### src/strap_cfg_defs.vh
// Constants for the strap capture and serial role block
`ifndef STRAP_CFG_DEFS_VH
`define STRAP_CFG_DEFS_VH
`define SCFG_ROLE_I2C 2'h0
`define SCFG_ROLE_RSVD 2'h1
`define SCFG_ROLE_SPI 2'h2
`define SCFG_ROLE_BIST 2'h3
`define SCFG_CLK_HZ 40000000
`define SCFG_I2C_HZ 81000
// Half period of the I2C clock, rounded down: 40e6 / (2 * 81e3) = 246
`define SCFG_I2C_HALF (`SCFG_CLK_HZ / (2 * `SCFG_I2C_HZ))
`define SCFG_EE_ADDR 8'ha1
`define SCFG_TO_CYC 16'hffff
`define SCFG_ST_IDLE 3'h0
`define SCFG_ST_START 3'h1
`define SCFG_ST_BIT 3'h2
`define SCFG_ST_ACK 3'h3
`define SCFG_ST_DONE 3'h4
`define SCFG_ST_FAIL 3'h5
`endif

### src/scfg_strap_config.v
// Strap capture at reset release and serial management port role selection
// Function
// Strap pins are pulled-down inputs in reset, normal outputs after release.
// Receive-error strap low limits frames to 1522/1518, high allows 1536.
// Port 4 carrier-sense strap: low forces half duplex, high full duplex.
// Port 4 collision strap: low leaves flow control unforced, high forces it.
// Switch MII rx bit3 strap low disables full-duplex flow control.
// Switch MII rx bit2 strap low gives full duplex, high half duplex.
// LED one strap high enables fifth MII; low tristates its outputs.
// LED two strap high enables aging; low disables it.
// Role straps: 00 I2C master, 01 reserved, 10 SPI slave, 11 BIST.
// No EEPROM answer in I2C mode means start with default configuration.
// CPU drives SPI clock into device at 5 MHz or less.
// In I2C master mode the device drives the clock pin at 81 kHz.
// While SPI select is high the read output stays tristated.
// A transfer starts only on the falling edge of SPI select.
// Data pin is input in SPI mode, bidirectional in I2C mode.
// Read output and select are used only in SPI slave mode.
// Fifth MII rx bit0 strap high enables aggressive back-off.
// Fifth MII rx bit1 strap high keeps excessive-collision packets.
// Fifth MII rx bit2 strap high enables half-duplex back pressure.
// Fifth MII rx bit3 strap low enables flow control, high disables.
// All straps captured at reset release and held until next reset.
`include "strap_cfg_defs.vh"
`timescale 1ns/1ps
`default_nettype none
module scfg_strap_config (
  input wire core_clk,
  input wire rst,
  input wire p5_rx_error_strap,
  input wire p5_carrier_sense_strap,
  input wire p5_collision_strap,
  input wire sw_rx_bit3_strap,
  input wire sw_rx_bit2_strap,
  input wire p5_led_one_strap,
  input wire p5_led_two_strap,
  input wire serial_role_sel_hi,
  input wire serial_role_sel_lo,
  input wire p5_rx_bit0_strap,
  input wire p5_rx_bit1_strap,
  input wire p5_rx_bit2_strap,
  input wire p5_rx_bit3_strap,
  input wire spiReadBit,
  input wire serial_clock_pin_in,
  input wire serial_data_pin_in,
  input wire serial_select_n,
  output reg strapPinsDrive,
  output reg largeFrameEn,
  output reg port4FullDuplex,
  output reg port4ForceFlowCtrl,
  output reg swFlowCtrlEn,
  output reg swHalfDuplex,
  output reg p5MiiEnable,
  output reg agingEn,
  output reg aggrBackoffEn,
  output reg keepExcessCollision,
  output reg backPressureEn,
  output reg p5FlowCtrlEn,
  output reg [1:0] serialRole,
  output reg bistMode,
  output reg useDefaultConfig,
  output reg eepromDone,
  output reg serial_clock_pin_out,
  output reg serial_clock_pin_oe,
  output reg serial_data_pin_out,
  output reg serial_data_pin_oe,
  output reg serial_read_out,
  output reg serial_read_out_oe,
  output reg spiStart,
  output reg spiClkRise,
  output reg spiDataIn
);
  // Straps pass two flops; the last synchronised value is what reset release keeps
  reg [13:0] strapMeta;
  reg [13:0] strapSync;
  reg [2:0] spiMeta;
  reg [2:0] spiSync;
  reg selPrev;
  reg clkPrev;
  reg sdaMeta;
  reg sdaSync;
  reg rstPrev;
  reg [7:0] halfCnt;
  reg sclPhase;
  reg [2:0] state;
  reg [3:0] bitCnt;
  reg [15:0] waitCnt;
  wire [13:0] strapRaw;
  wire releaseEdge;
  wire tick;
  // Reload is one less than the half period so that a half period is exactly that many cycles
  localparam integer HALF_INT = `SCFG_I2C_HALF - 1;
  localparam [7:0] HALF_RELOAD = HALF_INT[7:0];
  localparam [7:0] EE_ADDR = `SCFG_EE_ADDR;

  assign strapRaw = {p5_rx_error_strap, p5_carrier_sense_strap, p5_collision_strap,
    sw_rx_bit3_strap, sw_rx_bit2_strap, p5_led_one_strap, p5_led_two_strap,
    serial_role_sel_hi, serial_role_sel_lo, p5_rx_bit0_strap, p5_rx_bit1_strap,
    p5_rx_bit2_strap, p5_rx_bit3_strap, 1'b0};
  assign releaseEdge = rstPrev & ~rst;
  assign tick = (halfCnt == 8'h00);

  ////////////////////////////////////////////////////////////////////////
  always @(posedge core_clk) begin
    strapMeta <= strapRaw;
    strapSync <= strapMeta;
    spiMeta <= {serial_select_n, serial_clock_pin_in, serial_data_pin_in};
    spiSync <= spiMeta;
    sdaMeta <= serial_data_pin_in;
    sdaSync <= sdaMeta;
    rstPrev <= rst;
  end

  ////////////////////////////////////////////////////////////////////////
  always @(posedge core_clk) begin
    if (rst) begin
      strapPinsDrive <= 1'b0;
      largeFrameEn <= 1'b0;
      port4FullDuplex <= 1'b0;
      port4ForceFlowCtrl <= 1'b0;
      swFlowCtrlEn <= 1'b0;
      swHalfDuplex <= 1'b0;
      p5MiiEnable <= 1'b1;
      agingEn <= 1'b1;
      aggrBackoffEn <= 1'b0;
      keepExcessCollision <= 1'b0;
      backPressureEn <= 1'b0;
      p5FlowCtrlEn <= 1'b1;
      serialRole <= `SCFG_ROLE_I2C;
      bistMode <= 1'b0;
    end else begin
      strapPinsDrive <= 1'b1;
      if (releaseEdge) begin
        largeFrameEn <= strapSync[13];
        port4FullDuplex <= strapSync[12];
        port4ForceFlowCtrl <= strapSync[11];
        swFlowCtrlEn <= strapSync[10];
        swHalfDuplex <= strapSync[9];
        p5MiiEnable <= strapSync[8];
        agingEn <= strapSync[7];
        serialRole <= strapSync[6:5];
        bistMode <= (strapSync[6:5] == `SCFG_ROLE_BIST);
        aggrBackoffEn <= strapSync[4];
        keepExcessCollision <= strapSync[3];
        backPressureEn <= strapSync[2];
        p5FlowCtrlEn <= ~strapSync[1];
      end
    end
  end

  ////////////////////////////////////////////////////////////////////////
  // SPI slave front end; clock rate limit is the CPU's duty
  always @(posedge core_clk) begin
    if (rst) begin
      selPrev <= 1'b1;
      clkPrev <= 1'b0;
      spiStart <= 1'b0;
      spiClkRise <= 1'b0;
      spiDataIn <= 1'b0;
      serial_read_out <= 1'b0;
      serial_read_out_oe <= 1'b0;
    end else begin
      selPrev <= spiSync[2];
      clkPrev <= spiSync[1];
      spiStart <= (serialRole == `SCFG_ROLE_SPI) & selPrev & ~spiSync[2];
      spiClkRise <= (serialRole == `SCFG_ROLE_SPI) & ~spiSync[2] & ~clkPrev & spiSync[1];
      spiDataIn <= spiSync[0];
      serial_read_out <= spiReadBit;
      serial_read_out_oe <= (serialRole == `SCFG_ROLE_SPI) & ~spiSync[2];
    end
  end

  ////////////////////////////////////////////////////////////////////////
  // I2C probe: start, address byte, sample ack; no ack or timeout -> defaults
  always @(posedge core_clk) begin
    if (rst) begin
      halfCnt <= 8'h00;
      sclPhase <= 1'b1;
      state <= `SCFG_ST_IDLE;
      bitCnt <= 4'h0;
      waitCnt <= 16'h0000;
      serial_clock_pin_out <= 1'b1;
      serial_clock_pin_oe <= 1'b0;
      serial_data_pin_out <= 1'b1;
      serial_data_pin_oe <= 1'b0;
      useDefaultConfig <= 1'b0;
      eepromDone <= 1'b0;
    end else begin
      halfCnt <= tick ? HALF_RELOAD : (halfCnt - 8'h01);
      serial_clock_pin_oe <= (serialRole == `SCFG_ROLE_I2C) & ~rstPrev;
      // Clock holds high through the start so data can fall while it is high
      if (tick && state != `SCFG_ST_IDLE && state != `SCFG_ST_START
          && state != `SCFG_ST_DONE && state != `SCFG_ST_FAIL) begin
        sclPhase <= ~sclPhase;
        serial_clock_pin_out <= ~sclPhase;
      end
      if (state != `SCFG_ST_IDLE)
        waitCnt <= waitCnt + 16'h0001;
      case (state)
        `SCFG_ST_IDLE: begin
          if (releaseEdge && strapSync[6:5] == `SCFG_ROLE_I2C) begin
            state <= `SCFG_ST_START;
            serial_data_pin_oe <= 1'b1;
            serial_data_pin_out <= 1'b1;
          end
        end
        `SCFG_ST_START: begin
          if (tick) begin
            serial_data_pin_out <= 1'b0;
            bitCnt <= 4'h7;
            state <= `SCFG_ST_BIT;
          end
        end
        `SCFG_ST_BIT: begin
          // Data moves only as the clock falls, never while it is high
          if (tick && sclPhase) begin
            serial_data_pin_out <= EE_ADDR[bitCnt[2:0]];
            if (bitCnt == 4'h0)
              state <= `SCFG_ST_ACK;
            else
              bitCnt <= bitCnt - 4'h1;
          end
        end
        `SCFG_ST_ACK: begin
          if (tick && sclPhase)
            serial_data_pin_oe <= 1'b0;
          if (tick && !sclPhase && !serial_data_pin_oe) begin
            state <= sdaSync ? `SCFG_ST_FAIL : `SCFG_ST_DONE;
          end else if (waitCnt == `SCFG_TO_CYC) begin
            state <= `SCFG_ST_FAIL;
          end
        end
        `SCFG_ST_DONE: begin
          eepromDone <= 1'b1;
          serial_data_pin_oe <= 1'b0;
        end
        `SCFG_ST_FAIL: begin
          useDefaultConfig <= 1'b1;
          serial_data_pin_oe <= 1'b0;
        end
        default: state <= `SCFG_ST_IDLE;
      endcase
    end
  end
endmodule // scfg_strap_config
`default_nettype wire

### config.mk
export PLATFORM = sky130hd
export DESIGN_NAME = scfg_strap_config
export DESIGN_NICKNAME = d
export VERILOG_FILES = /design/src/scfg_strap_config.v
export VERILOG_INCLUDE_DIRS = /design/src
export SDC_FILE = /design/constraint.sdc
export NUM_CORES = 1
export LEC_CHECK = 0
export BUFFER_PORTS_ARGS = -buffer_cell sky130_fd_sc_hd__clkbuf_2
export CAP_MARGIN = 20
export CORE_MARGIN = 2
export CORE_UTILIZATION = 45
export DETAILED_ROUTE_END_ITERATION = 8
export PLACE_DENSITY = 0.65
export RECOVER_POWER = 25
export SLEW_MARGIN = 20
export SYNTH_ARGS = -nofsm -noshare
export SYNTH_HDL_FRONTEND = slang
export SYNTH_SLANG_ARGS = --single-unit
### constraint.sdc
create_clock -name core_clk -period 2.95 [get_ports core_clk]
set_input_delay 0.885 -clock core_clk [delete_from_list [all_inputs] [get_ports core_clk]]
set_output_delay 0.885 -clock core_clk [all_outputs]
set_load 0.02 [all_outputs]
==> results of run 1 <==
## sequential cells by signal, summed over array words and instances (netlist names), 2 cells and up, named ones only
| signal | count |
|---|---|
| serialRole | 2 |
| bitCnt | 4 |
| waitCnt | 16 |
| strapSync | 13 |
| strapMeta | 13 |
| spiMeta | 3 |
| state | 3 |
| spiSync | 3 |
| halfCnt | 8 |
## final timing paths
kind                                   start                    to  slack (ps)  depth (start not counted)
worst max-delay path                sclPhase  serial_clock_pin_out         960                          1
worst min register to register  strapMeta[5]          strapSync[5]         330                          0
worst min-delay path            strapMeta[5]          strapSync[5]         330                          0
worst max register to register    halfCnt[0]              state[1]         960                          6
## per-layer routing
metal | up-vias | share of wire | track usage
met5 | - | 0 | 0
met4 | 0 | 0.0095 | 0.0537
met3 | 5 | 0.049 | 0.0513
met2 | 43 | 0.46 | 0.247
met1 | 1039 | 0.48 | 0.203
li1 | 1152 | - | -
## through the flow
stage | power, mW | std cells
after floorplan | 1.99 | 310
after global placement | 2.11 | 438
after detailed placement | 2.12 | 438
after CTS | 2.95 | 454
after global routing | 3.09 | 454
final | 2.92 | 454
## power by group
group / switching (mW) / internal (mW) / total (mW)
clock network: 0.496 / 0.335 / 0.831
registers: 0.119 / 1.38 / 1.49
logic: 0.327 / 0.269 / 0.595
total: 0.942 / 1.98 / 2.92
## area by class of cell
cell class                      count  share of cell area
Timing Repair Buffer               46              0.0638
Clock buffer                        9              0.0336
Inverter                            8             0.00814
Multi-Input combinational cell    195               0.336
Sequential cell                    93               0.505
Clock inverter                      7              0.0210
Tap cell                           96              0.0326
## Yosys cell counts, types with 2 or more instances
cell	instances	area [um2]
a211o_1	2	17.5
a211oi_1	2	15.0
a21oi_1	14	70.1
a31oi_1	4	25.0
and3_1	2	12.5
and4_1	2	17.5
buf_2	2	10.0
buf_6	2	22.5
clkbuf_1	7	26.3
dfxtp_1	93	1860
ha_1	3	37.5
inv_1	8	30.0
mux2i_1	16	160
nand2_1	19	71.3
nand2b_1	5	31.3
nand3_1	9	45.0
nand4_1	4	25.0
nor2_1	43	161
nor2b_1	4	25.0
nor3_1	5	25.0
o21ai_0	9	45.0
o22ai_1	2	12.5
o31ai_1	2	15.0
or2_2	2	12.5
or3_1	5	31.3
or4_1	2	15.0
xnor2_1	7	61.3
xor2_1	10	87.6
## layout by cell type, fill, tap and decap left out, types with 2 or more instances in the layout
cell type,count
o31ai_1,2
a211oi_1,2
and3_1,2
inv_1,8
xor2_1,10
mux2i_1,16
inv_6,3
a31oi_1,4
a211o_1,2
o21ai_0,9
or3_1,5
a21oi_1,14
or4_1,2
dfxtp_1,93
nand4_1,4
xnor2_1,7
and4_1,2
o22ai_1,2
clkbuf_2,44
ha_1,3
nand2b_1,5
or2_2,2
nor2b_1,4
nor3_1,5
buf_4,2
nand3_1,9
nand2_1,19
clkinv_8,2
clkbuf_8,9
nor2_1,43
## logic make-up after synthesis
family | count (synthesis)
compound gates | 44
xor+xnor | 17
fa+ha+maj | 3
buf+inv | 22
flops | 93
mux | 16
simple gates | 115
==> out/metrics.cfg, run 1 <==
[synthesis]
synthAdderAreaFrac=0.0117
synth_top_family_by_area=simple AND/OR/NAND/NOR gates
syn_area_mm2=0.00322
yosys.area_share.simple=0.186
synth_xor_area_frac=0.0463
muxShareOfSynthArea=0.0498
synth-async-reset-ratio=0
syn-num-nets=332
postSynthCellCount=310
yosys_warnings=0
yosysSeqAreaShare=0.579
ys_types=53
syn_avg_cell_area_um2=10.4
synth_edf_count=0
synth_compound_area_frac=0.0918
synthFlopType=dfxtp_1
synth_seq_cells=93

[critical_path]
slowest_stage=dfxtp_1
crit_fanout=9
slowest_delay_ps=520
crit_type=flip-flop to primary output
critPathTopFamily=flip-flops
end_kind=primary output
crit_chain=clkbuf_2
path_buf_inv=1
cp.required_ps=2070
critical_path_arrival_ps=1110
start_kind=flip-flop

[cells_and_area]
fin_area_mm2=0.00369
fill_cells=638
ff_latch_area_mm2=0.00186
antenna_cells=0
syn2layout_area_growth_pct=14.7
nets=375
multi_input_area_mm2=0.00124
drive_gt1_frac=0.209
fin_util=0.537

[place]
dp_slack_ps=785
place_congestion=0.790
placed_cell_area_mm2=0.00349
hpwl_mm=3.68
port-buffer-count=44

[sta]
max_freq_mhz=501
timing.final.crit_share=0.676
setup_viol=0
finalWorstSetupSlack_ps=956
drv_slew=0
grt_setup_unrepaired=false
fin_setup_tns_ps=0
finClkSkew_ps=15.3
max_slew.worst_pin.slew_ps=554
maxSlewHeadroom=0.631
fin_crit_ps=1990
hold_violations=0
fin_hold_ws_ps=326

[floorplanning]
rows=30
die_w_um=88.5
core_mm2=0.00687
die_h_um=88.5
dieArea_mm2=0.00784
pin_count=45
initial_core_util=0.468

[global_route]
track_usage=0.157
grt_pass1_wl_mm=9.52
grt_pass1_vias=2096
grt_max_degree=54
grt_overflow=0
antenna_found_initial=0

[detailed_routing]
wl_mm=5.56
first_pass_iters=4
ant_nets=0
first_iter_violations=71
routed_via_density=4.93
wl_per_cell_um=12.2
drc=0
vias=2239

[power]
ir_worst_vdd_uv=467
p_per_area_mw_per_mm2=792
p_leak_nw=1.54

[clocking]
post-cts-setup-buffers=0
clock_sinks=93
clkTransAtPathRegs_ps=100
clock-root-buffer=clkbuf_8
cts_resized=0
tritoncts=done
clockBufferDepth=2
numCtsBuffers=9
clk_latency_ps=360
hold_buffers=0
h-tree-depth=3

[run]
drv_cap=0

[min_path]
hp-class=flip-flop to flip-flop

[status]
outcome=completed

(Power assumes the default switching activity.)
==> inputs of run 2 (changes only) <==
- clock period: 2.95 -> 1.87 ns (I/O delays scaled with it)
==> run 2 against run 1 <==
Against the previous run: clock-buffer cell count increased by 1; critical path depth rose by 6; clock skew fell by 4.6 ps; clock power is 50% higher; worst hold slack worse by 28 ps; first-iteration DRC count rose by 48%; non-clock buffer count grew 12; combinational power increased by 92%; largest cell class unchanged; largest power group unchanged; highest routed layer unchanged.
==> out/metrics.cfg, run 2 (synthesis results as in run 1) <==
[detailed_routing]
first_pass_iters=4  ; unchanged
wl_mm=5.48  ; -1.5%
wl_per_cell_um=11.8  ; -4.0%
routed_via_density=4.84  ; -1.9%
ant_nets=0  ; unchanged
first_iter_violations=105  ; +48%
drc=0  ; unchanged
vias=2254  ; +0.67%

[min_path]
hp-class=input pin to flip-flop
hold_depth=1  ; +1

[power]
clkPwrFrac=0.264  ; -0.021
seqPwrFrac=0.496  ; -0.016
combinationalPowerShare=0.240  ; +0.036
intPower_mw=3.26  ; +65%
swShare=0.313  ; -0.00919
power_mw=4.74  ; +62%
ir_worst_vdd_uv=740  ; +59%
switching_power_mw=1.48  ; +58%
p_leak_nw=1.59  ; +3.5%
p_per_area_mw_per_mm2=1250  ; +58%

[cells_and_area]
nets=387  ; +3.2%
fin_util=0.553  ; +0.0157
largest_reg_flops=16  ; unchanged
final_common_cell=dfxtp_1
syn2layout_area_growth_pct=18.1
final_cell_mix=dfxtp_1, clkbuf_2, nor2_1
fin_area_mm2=0.00380  ; +2.9%
drive_gt1_frac=0.243  ; +0.0337
top_regs=waitCnt: 16 flops, strapMeta: 13 flops, strapSync: 13 flops
antenna_cells=0  ; unchanged
top_register=waitCnt

[clocking]
h-tree-depth=3  ; unchanged
clock_sinks=93  ; unchanged
clockBufferDepth=2  ; unchanged
post-cts-setup-buffers=0  ; unchanged
numCtsBuffers=9  ; unchanged
clkTransAtPathRegs_ps=100  ; about the same
hold_buffers=0  ; unchanged
tritoncts=done
clock-root-buffer=clkbuf_8
clk_latency_ps=350  ; about the same

[critical_path]
cp.required_ps=2110  ; +40 ps
crit_chain=inv_1 -> ha_1 -> or3b_4 -> o41ai_2 -> o31a_2 -> nand2_1 -> a2bb2oi_2
slowest_delay_ps=400  ; -120 ps
crit_fanout=3  ; -6
worstRegToRegCells=7  ; +1
end_kind=flip-flop
start_kind=flip-flop
crit_type=flip-flop to flip-flop
critical_path_arrival_ps=2020  ; +910 ps
slowest_stage=or3b_4

[place]
dp_slack_ps=15.4  ; -770 ps
placed_cell_area_mm2=0.00358  ; +2.6%
hpwl_mm=3.84  ; +4.2%
place_congestion=0.778  ; -1.5%
port-buffer-count=44  ; unchanged

[sta]
maxSlewHeadroom=0.735  ; +0.104
finClkSkew_ps=10.7  ; -4.61 ps
max_freq_mhz=563
fin_setup_tns_ps=0  ; unchanged
hold_violations=0  ; unchanged
setup_viol=0  ; unchanged
drv_slew=0  ; unchanged
timing.final.crit_share=0.951
finalWorstSetupSlack_ps=92.3  ; -864 ps
fin_crit_ps=1780
max_slew.worst_pin.slew_ps=395  ; -159 ps
grt_setup_unrepaired=true

[floorplanning]
dieArea_mm2=0.00784  ; unchanged
rows=30  ; unchanged
initial_core_util=0.468  ; unchanged
die_h_um=88.5  ; unchanged
core_mm2=0.00687  ; unchanged
pin_count=45  ; unchanged
die_w_um=88.5  ; unchanged

[global_route]
track_usage=0.156  ; -0.00106
grt_pass1_vias=2206  ; +5.2%
grt_pass1_wl_mm=9.53  ; +0.14%
grt_max_degree=32  ; -41%
grt_overflow=0  ; unchanged
antenna_found_initial=0  ; unchanged

[status]
outcome=completed

[run]
drv_cap=0  ; unchanged

-- run 2: power groups by stage --
stage	sequential [mW]	clock, mW	combinational (mW)
2_1_floorplan	2.39	0	0.745
3_3_place_gp	2.38	0	1.07
3_5_place_dp	2.39	0	1.09
4_1_cts	2.34	1.30	1.10
5_1_grt	2.38	1.39	1.29
6_report	2.35	1.25	1.14
-- run 2: what timing repair did --
| item | 4_1_cts | 5_1_grt |
|---|---|---|
| cloned | 0 | 0 |
| resized for setup | 1 | 7 |
| setup endpoints to repair | 1 | 6 |
| pin swaps | 0 | 2 |
-- run 2: metrics by stage --
stage / hold slack [ps] / instances
3_3_place_gp: 310 / 450
6_report: 298 / 466
4_1_cts: 277 / 466
3_5_place_dp: 312 / 450
2_1_floorplan: 310 / 310
5_1_grt: 264 / 466
-- run 2: routing by layer --
| metal | up-vias | global-route usage | share of wire |
|---|---|---|---|
| met5 | - | 0 | 0 |
| met4 | 0 | 0.0606 | 0.0035 |
| met3 | 2 | 0.0606 | 0.054 |
| met2 | 45 | 0.251 | 0.49 |
| met1 | 1038 | 0.188 | 0.45 |
| li1 | 1169 | - | - |
-- run 2: layout make-up --
class | instances | area (um2)
clock inverter | 6 | 62.6
inverter | 8 | 30.0
multi-input combinational | 195 | 1270
sequential | 93 | 1860
timing repair buffer | 58 | 325
clock buffer | 10 | 128
tap | 96 | 120
fill | 613 | 3070
-- run 2: worst paths after layout --
path / from / endpoint / slack, ps
worst max register to register: halfCnt[1] / flip-flop / 90
worst min register to register: spiMeta[1] / spiSync[1] / 330
worst max-delay path: halfCnt[1] / flip-flop / 90
worst min-delay path: p5_rx_bit3_strap / strapMeta[1] / 300
-- run 2: worst max-delay path: cells and delay by family (launching register included) --
kind / cells / cell delay, ps
adders and majority gates: 1 / 160
AOI/OAI and AO/OA: 3 / 680
and+or+nand+nor: 2 / 470
DFF: 1 / 330
buffers and inverters: 1 / 50
==> inputs of run 3 (changes only) <==
==> constraint.sdc (replaced) <==
create_clock -name core_clk -period 1.87 [get_ports core_clk]
set_input_delay 0.0935 -clock core_clk [delete_from_list [all_inputs] [get_ports core_clk]]
set_output_delay 0.0935 -clock core_clk [all_outputs]
set_load 0.02 [all_outputs]
==> run 3 against run 2 <==
Against the previous run: via count increased by 4.9%; critical path depth is the same; design area is 4.9% higher; routed wire length up 5.3%; highest routed layer unchanged; sequential power about the same.
==> out/metrics.cfg, run 3 (synthesis results as in run 1) <==
[clocking]
clkTransAtPathRegs_ps=90  ; about the same
clock_sinks=93  ; unchanged
clockBufferDepth=2  ; unchanged
tritoncts=done
numCtsBuffers=9  ; unchanged
clock-root-buffer=clkbuf_8
h-tree-depth=3  ; unchanged
clk_latency_ps=350  ; about the same

[sta]
timing.final.crit_share=0.938  ; -0.0127
finClkSkew_ps=8.29  ; -2.40 ps
fin_crit_ps=1750  ; -23.7 ps
setup_viol=0  ; unchanged
drv_slew=0  ; unchanged
fin_setup_tns_ps=0  ; unchanged
hold_violations=0  ; unchanged
max_slew.worst_pin.slew_ps=564  ; +170 ps
grt_setup_unrepaired=false
finalWorstSetupSlack_ps=116  ; +23.7 ps
maxSlewHeadroom=0.624  ; -0.111
max_freq_mhz=570  ; +1.4%

[cells_and_area]
fill_cells=603  ; -1.6%
final_common_cell=dfxtp_1
syn2layout_area_growth_pct=23.9
multi_input_area_mm2=0.00128  ; +1.2%
nets=404  ; +4.4%
antenna_cells=0  ; unchanged
final_cell_mix=dfxtp_1, clkbuf_2, nor2_1
fin_util=0.580  ; +0.0271
top_regs=waitCnt: 16 flops, strapMeta: 13 flops, strapSync: 13 flops
ff_latch_area_mm2=0.00187  ; +0.13%
drive_gt1_frac=0.253  ; +0.00999
top_register=waitCnt
largest_reg_flops=16  ; unchanged

[critical_path]
cp.required_ps=2100  ; about the same
worst-path-stages=7  ; unchanged
crit_type=flip-flop to flip-flop
slowest_delay_ps=480  ; +80 ps
slowest_stage=or3b_2
end_kind=flip-flop
crit_chain=inv_1 -> ha_1 -> or3b_2 -> nor2_1 -> buf_4 -> o211ai_1 -> mux2i_1
reg2reg_from=halfCnt[1]
path_buf_inv=2  ; +1
critical_path_arrival_ps=1980  ; -40 ps
rr_endpoint=state[1]
critPathTopFamily=simple AND/OR/NAND/NOR gates
r2r_slack_ps=120  ; +20 ps
worstRegToRegCells=7  ; unchanged
start_kind=flip-flop
crit_fanout=5  ; +2

[detailed_routing]
drc=0  ; unchanged
first_iter_violations=97  ; -7.6%
wl_mm=5.77  ; +5.3%
wl_per_cell_um=11.9  ; +1.6%
routed_via_density=4.90  ; +1.2%
ant_nets=0  ; unchanged
first_pass_iters=4  ; unchanged
vias=2365  ; +4.9%

[run]
drv_cap=0  ; unchanged

[place]
place_congestion=0.780  ; +0.31%
dp_slack_ps=17.0  ; +1.65 ps
port-buffer-count=44  ; unchanged
hpwl_mm=3.82  ; -0.32%

[power]
p_per_area_mw_per_mm2=1200  ; -3.8%
power_mw=4.79  ; +0.95%
ir_worst_vdd_uv=741  ; +0.18%
p_leak_nw=1.67  ; +4.9%

[global_route]
grt_overflow=0  ; unchanged
track_usage=0.161  ; +0.00507
grt_pass1_wl_mm=9.79  ; +2.8%
antenna_found_initial=0  ; unchanged
grt_pass1_vias=2264  ; +2.6%
grt_max_degree=54  ; +69%

[status]
outcome=completed

[floorplanning]
core_mm2=0.00687  ; unchanged
die_w_um=88.5  ; unchanged
dieArea_mm2=0.00784  ; unchanged
die_h_um=88.5  ; unchanged
pin_count=45  ; unchanged
initial_core_util=0.468  ; unchanged
rows=30  ; unchanged

[min_path]
hold_depth=3  ; +2
hp-class=input pin to flip-flop
min-delay-start=rst
hold_path_end=strapPinsDrive

[run 3: area by class of cell]
| class | count | area share |
|---|---|---|
| multi-input cells | 195 | 0.322 |
| well taps | 96 | 0.0302 |
| clock inverters | 7 | 0.0163 |
| repair buffers | 75 | 0.124 |
| inverters | 8 | 0.00754 |
| flip-flops and latches | 93 | 0.469 |
| clock buffers | 9 | 0.0311 |
[run 3: power breakdown]
part | internal [mW] | switching, mW
sequential | 2.18 | 0.183
clock | 0.513 | 0.736
combinational | 0.584 | 0.593
[run 3: how the worst max path moves through the flow]
stage,startpoint,endpoint,slack (ps)
3_3_place_gp,halfCnt[1],flip-flop,60
4_1_cts,halfCnt[1],flip-flop,10
6_report,halfCnt[1],state[1],120
3_5_place_dp,halfCnt[1],flip-flop,20
2_1_floorplan,halfCnt[0],flip-flop,40
5_1_grt,bitCnt[0],bitCnt[3],1
[run 3: timing repair]
action	4_1_cts	5_1_grt
setup endpoints to repair	0	6
buffers inserted	0	1
resized for setup	0	13
hold buffers	17	0
hold endpoints to repair	17	0
[run 3: per-stage QoR]
step	instances	cell area, um2	hold slack, ps
global placement	449	3570	196
CTS	482	3930	87.7
floorplan	310	3220	121
detailed placement	449	3570	197
finish	483	3980	111
global route	483	3980	92.8
[run 3: routing by layer]
layer / global-route usage / up-vias / wire length (um)
met1: 0.188 / 1104 / 2660
met2: 0.273 / 46 / 2790
met4: 0.0620 / 0 / 57
met3: 0.0541 / 4 / 259
met5: 0 / - / 0
li1: - / 1211 / -
[run 3: worst min-delay path, cell delays in order]
cell	delay, ps
clkbuf_2	90
inv_1	50
buf_4	170
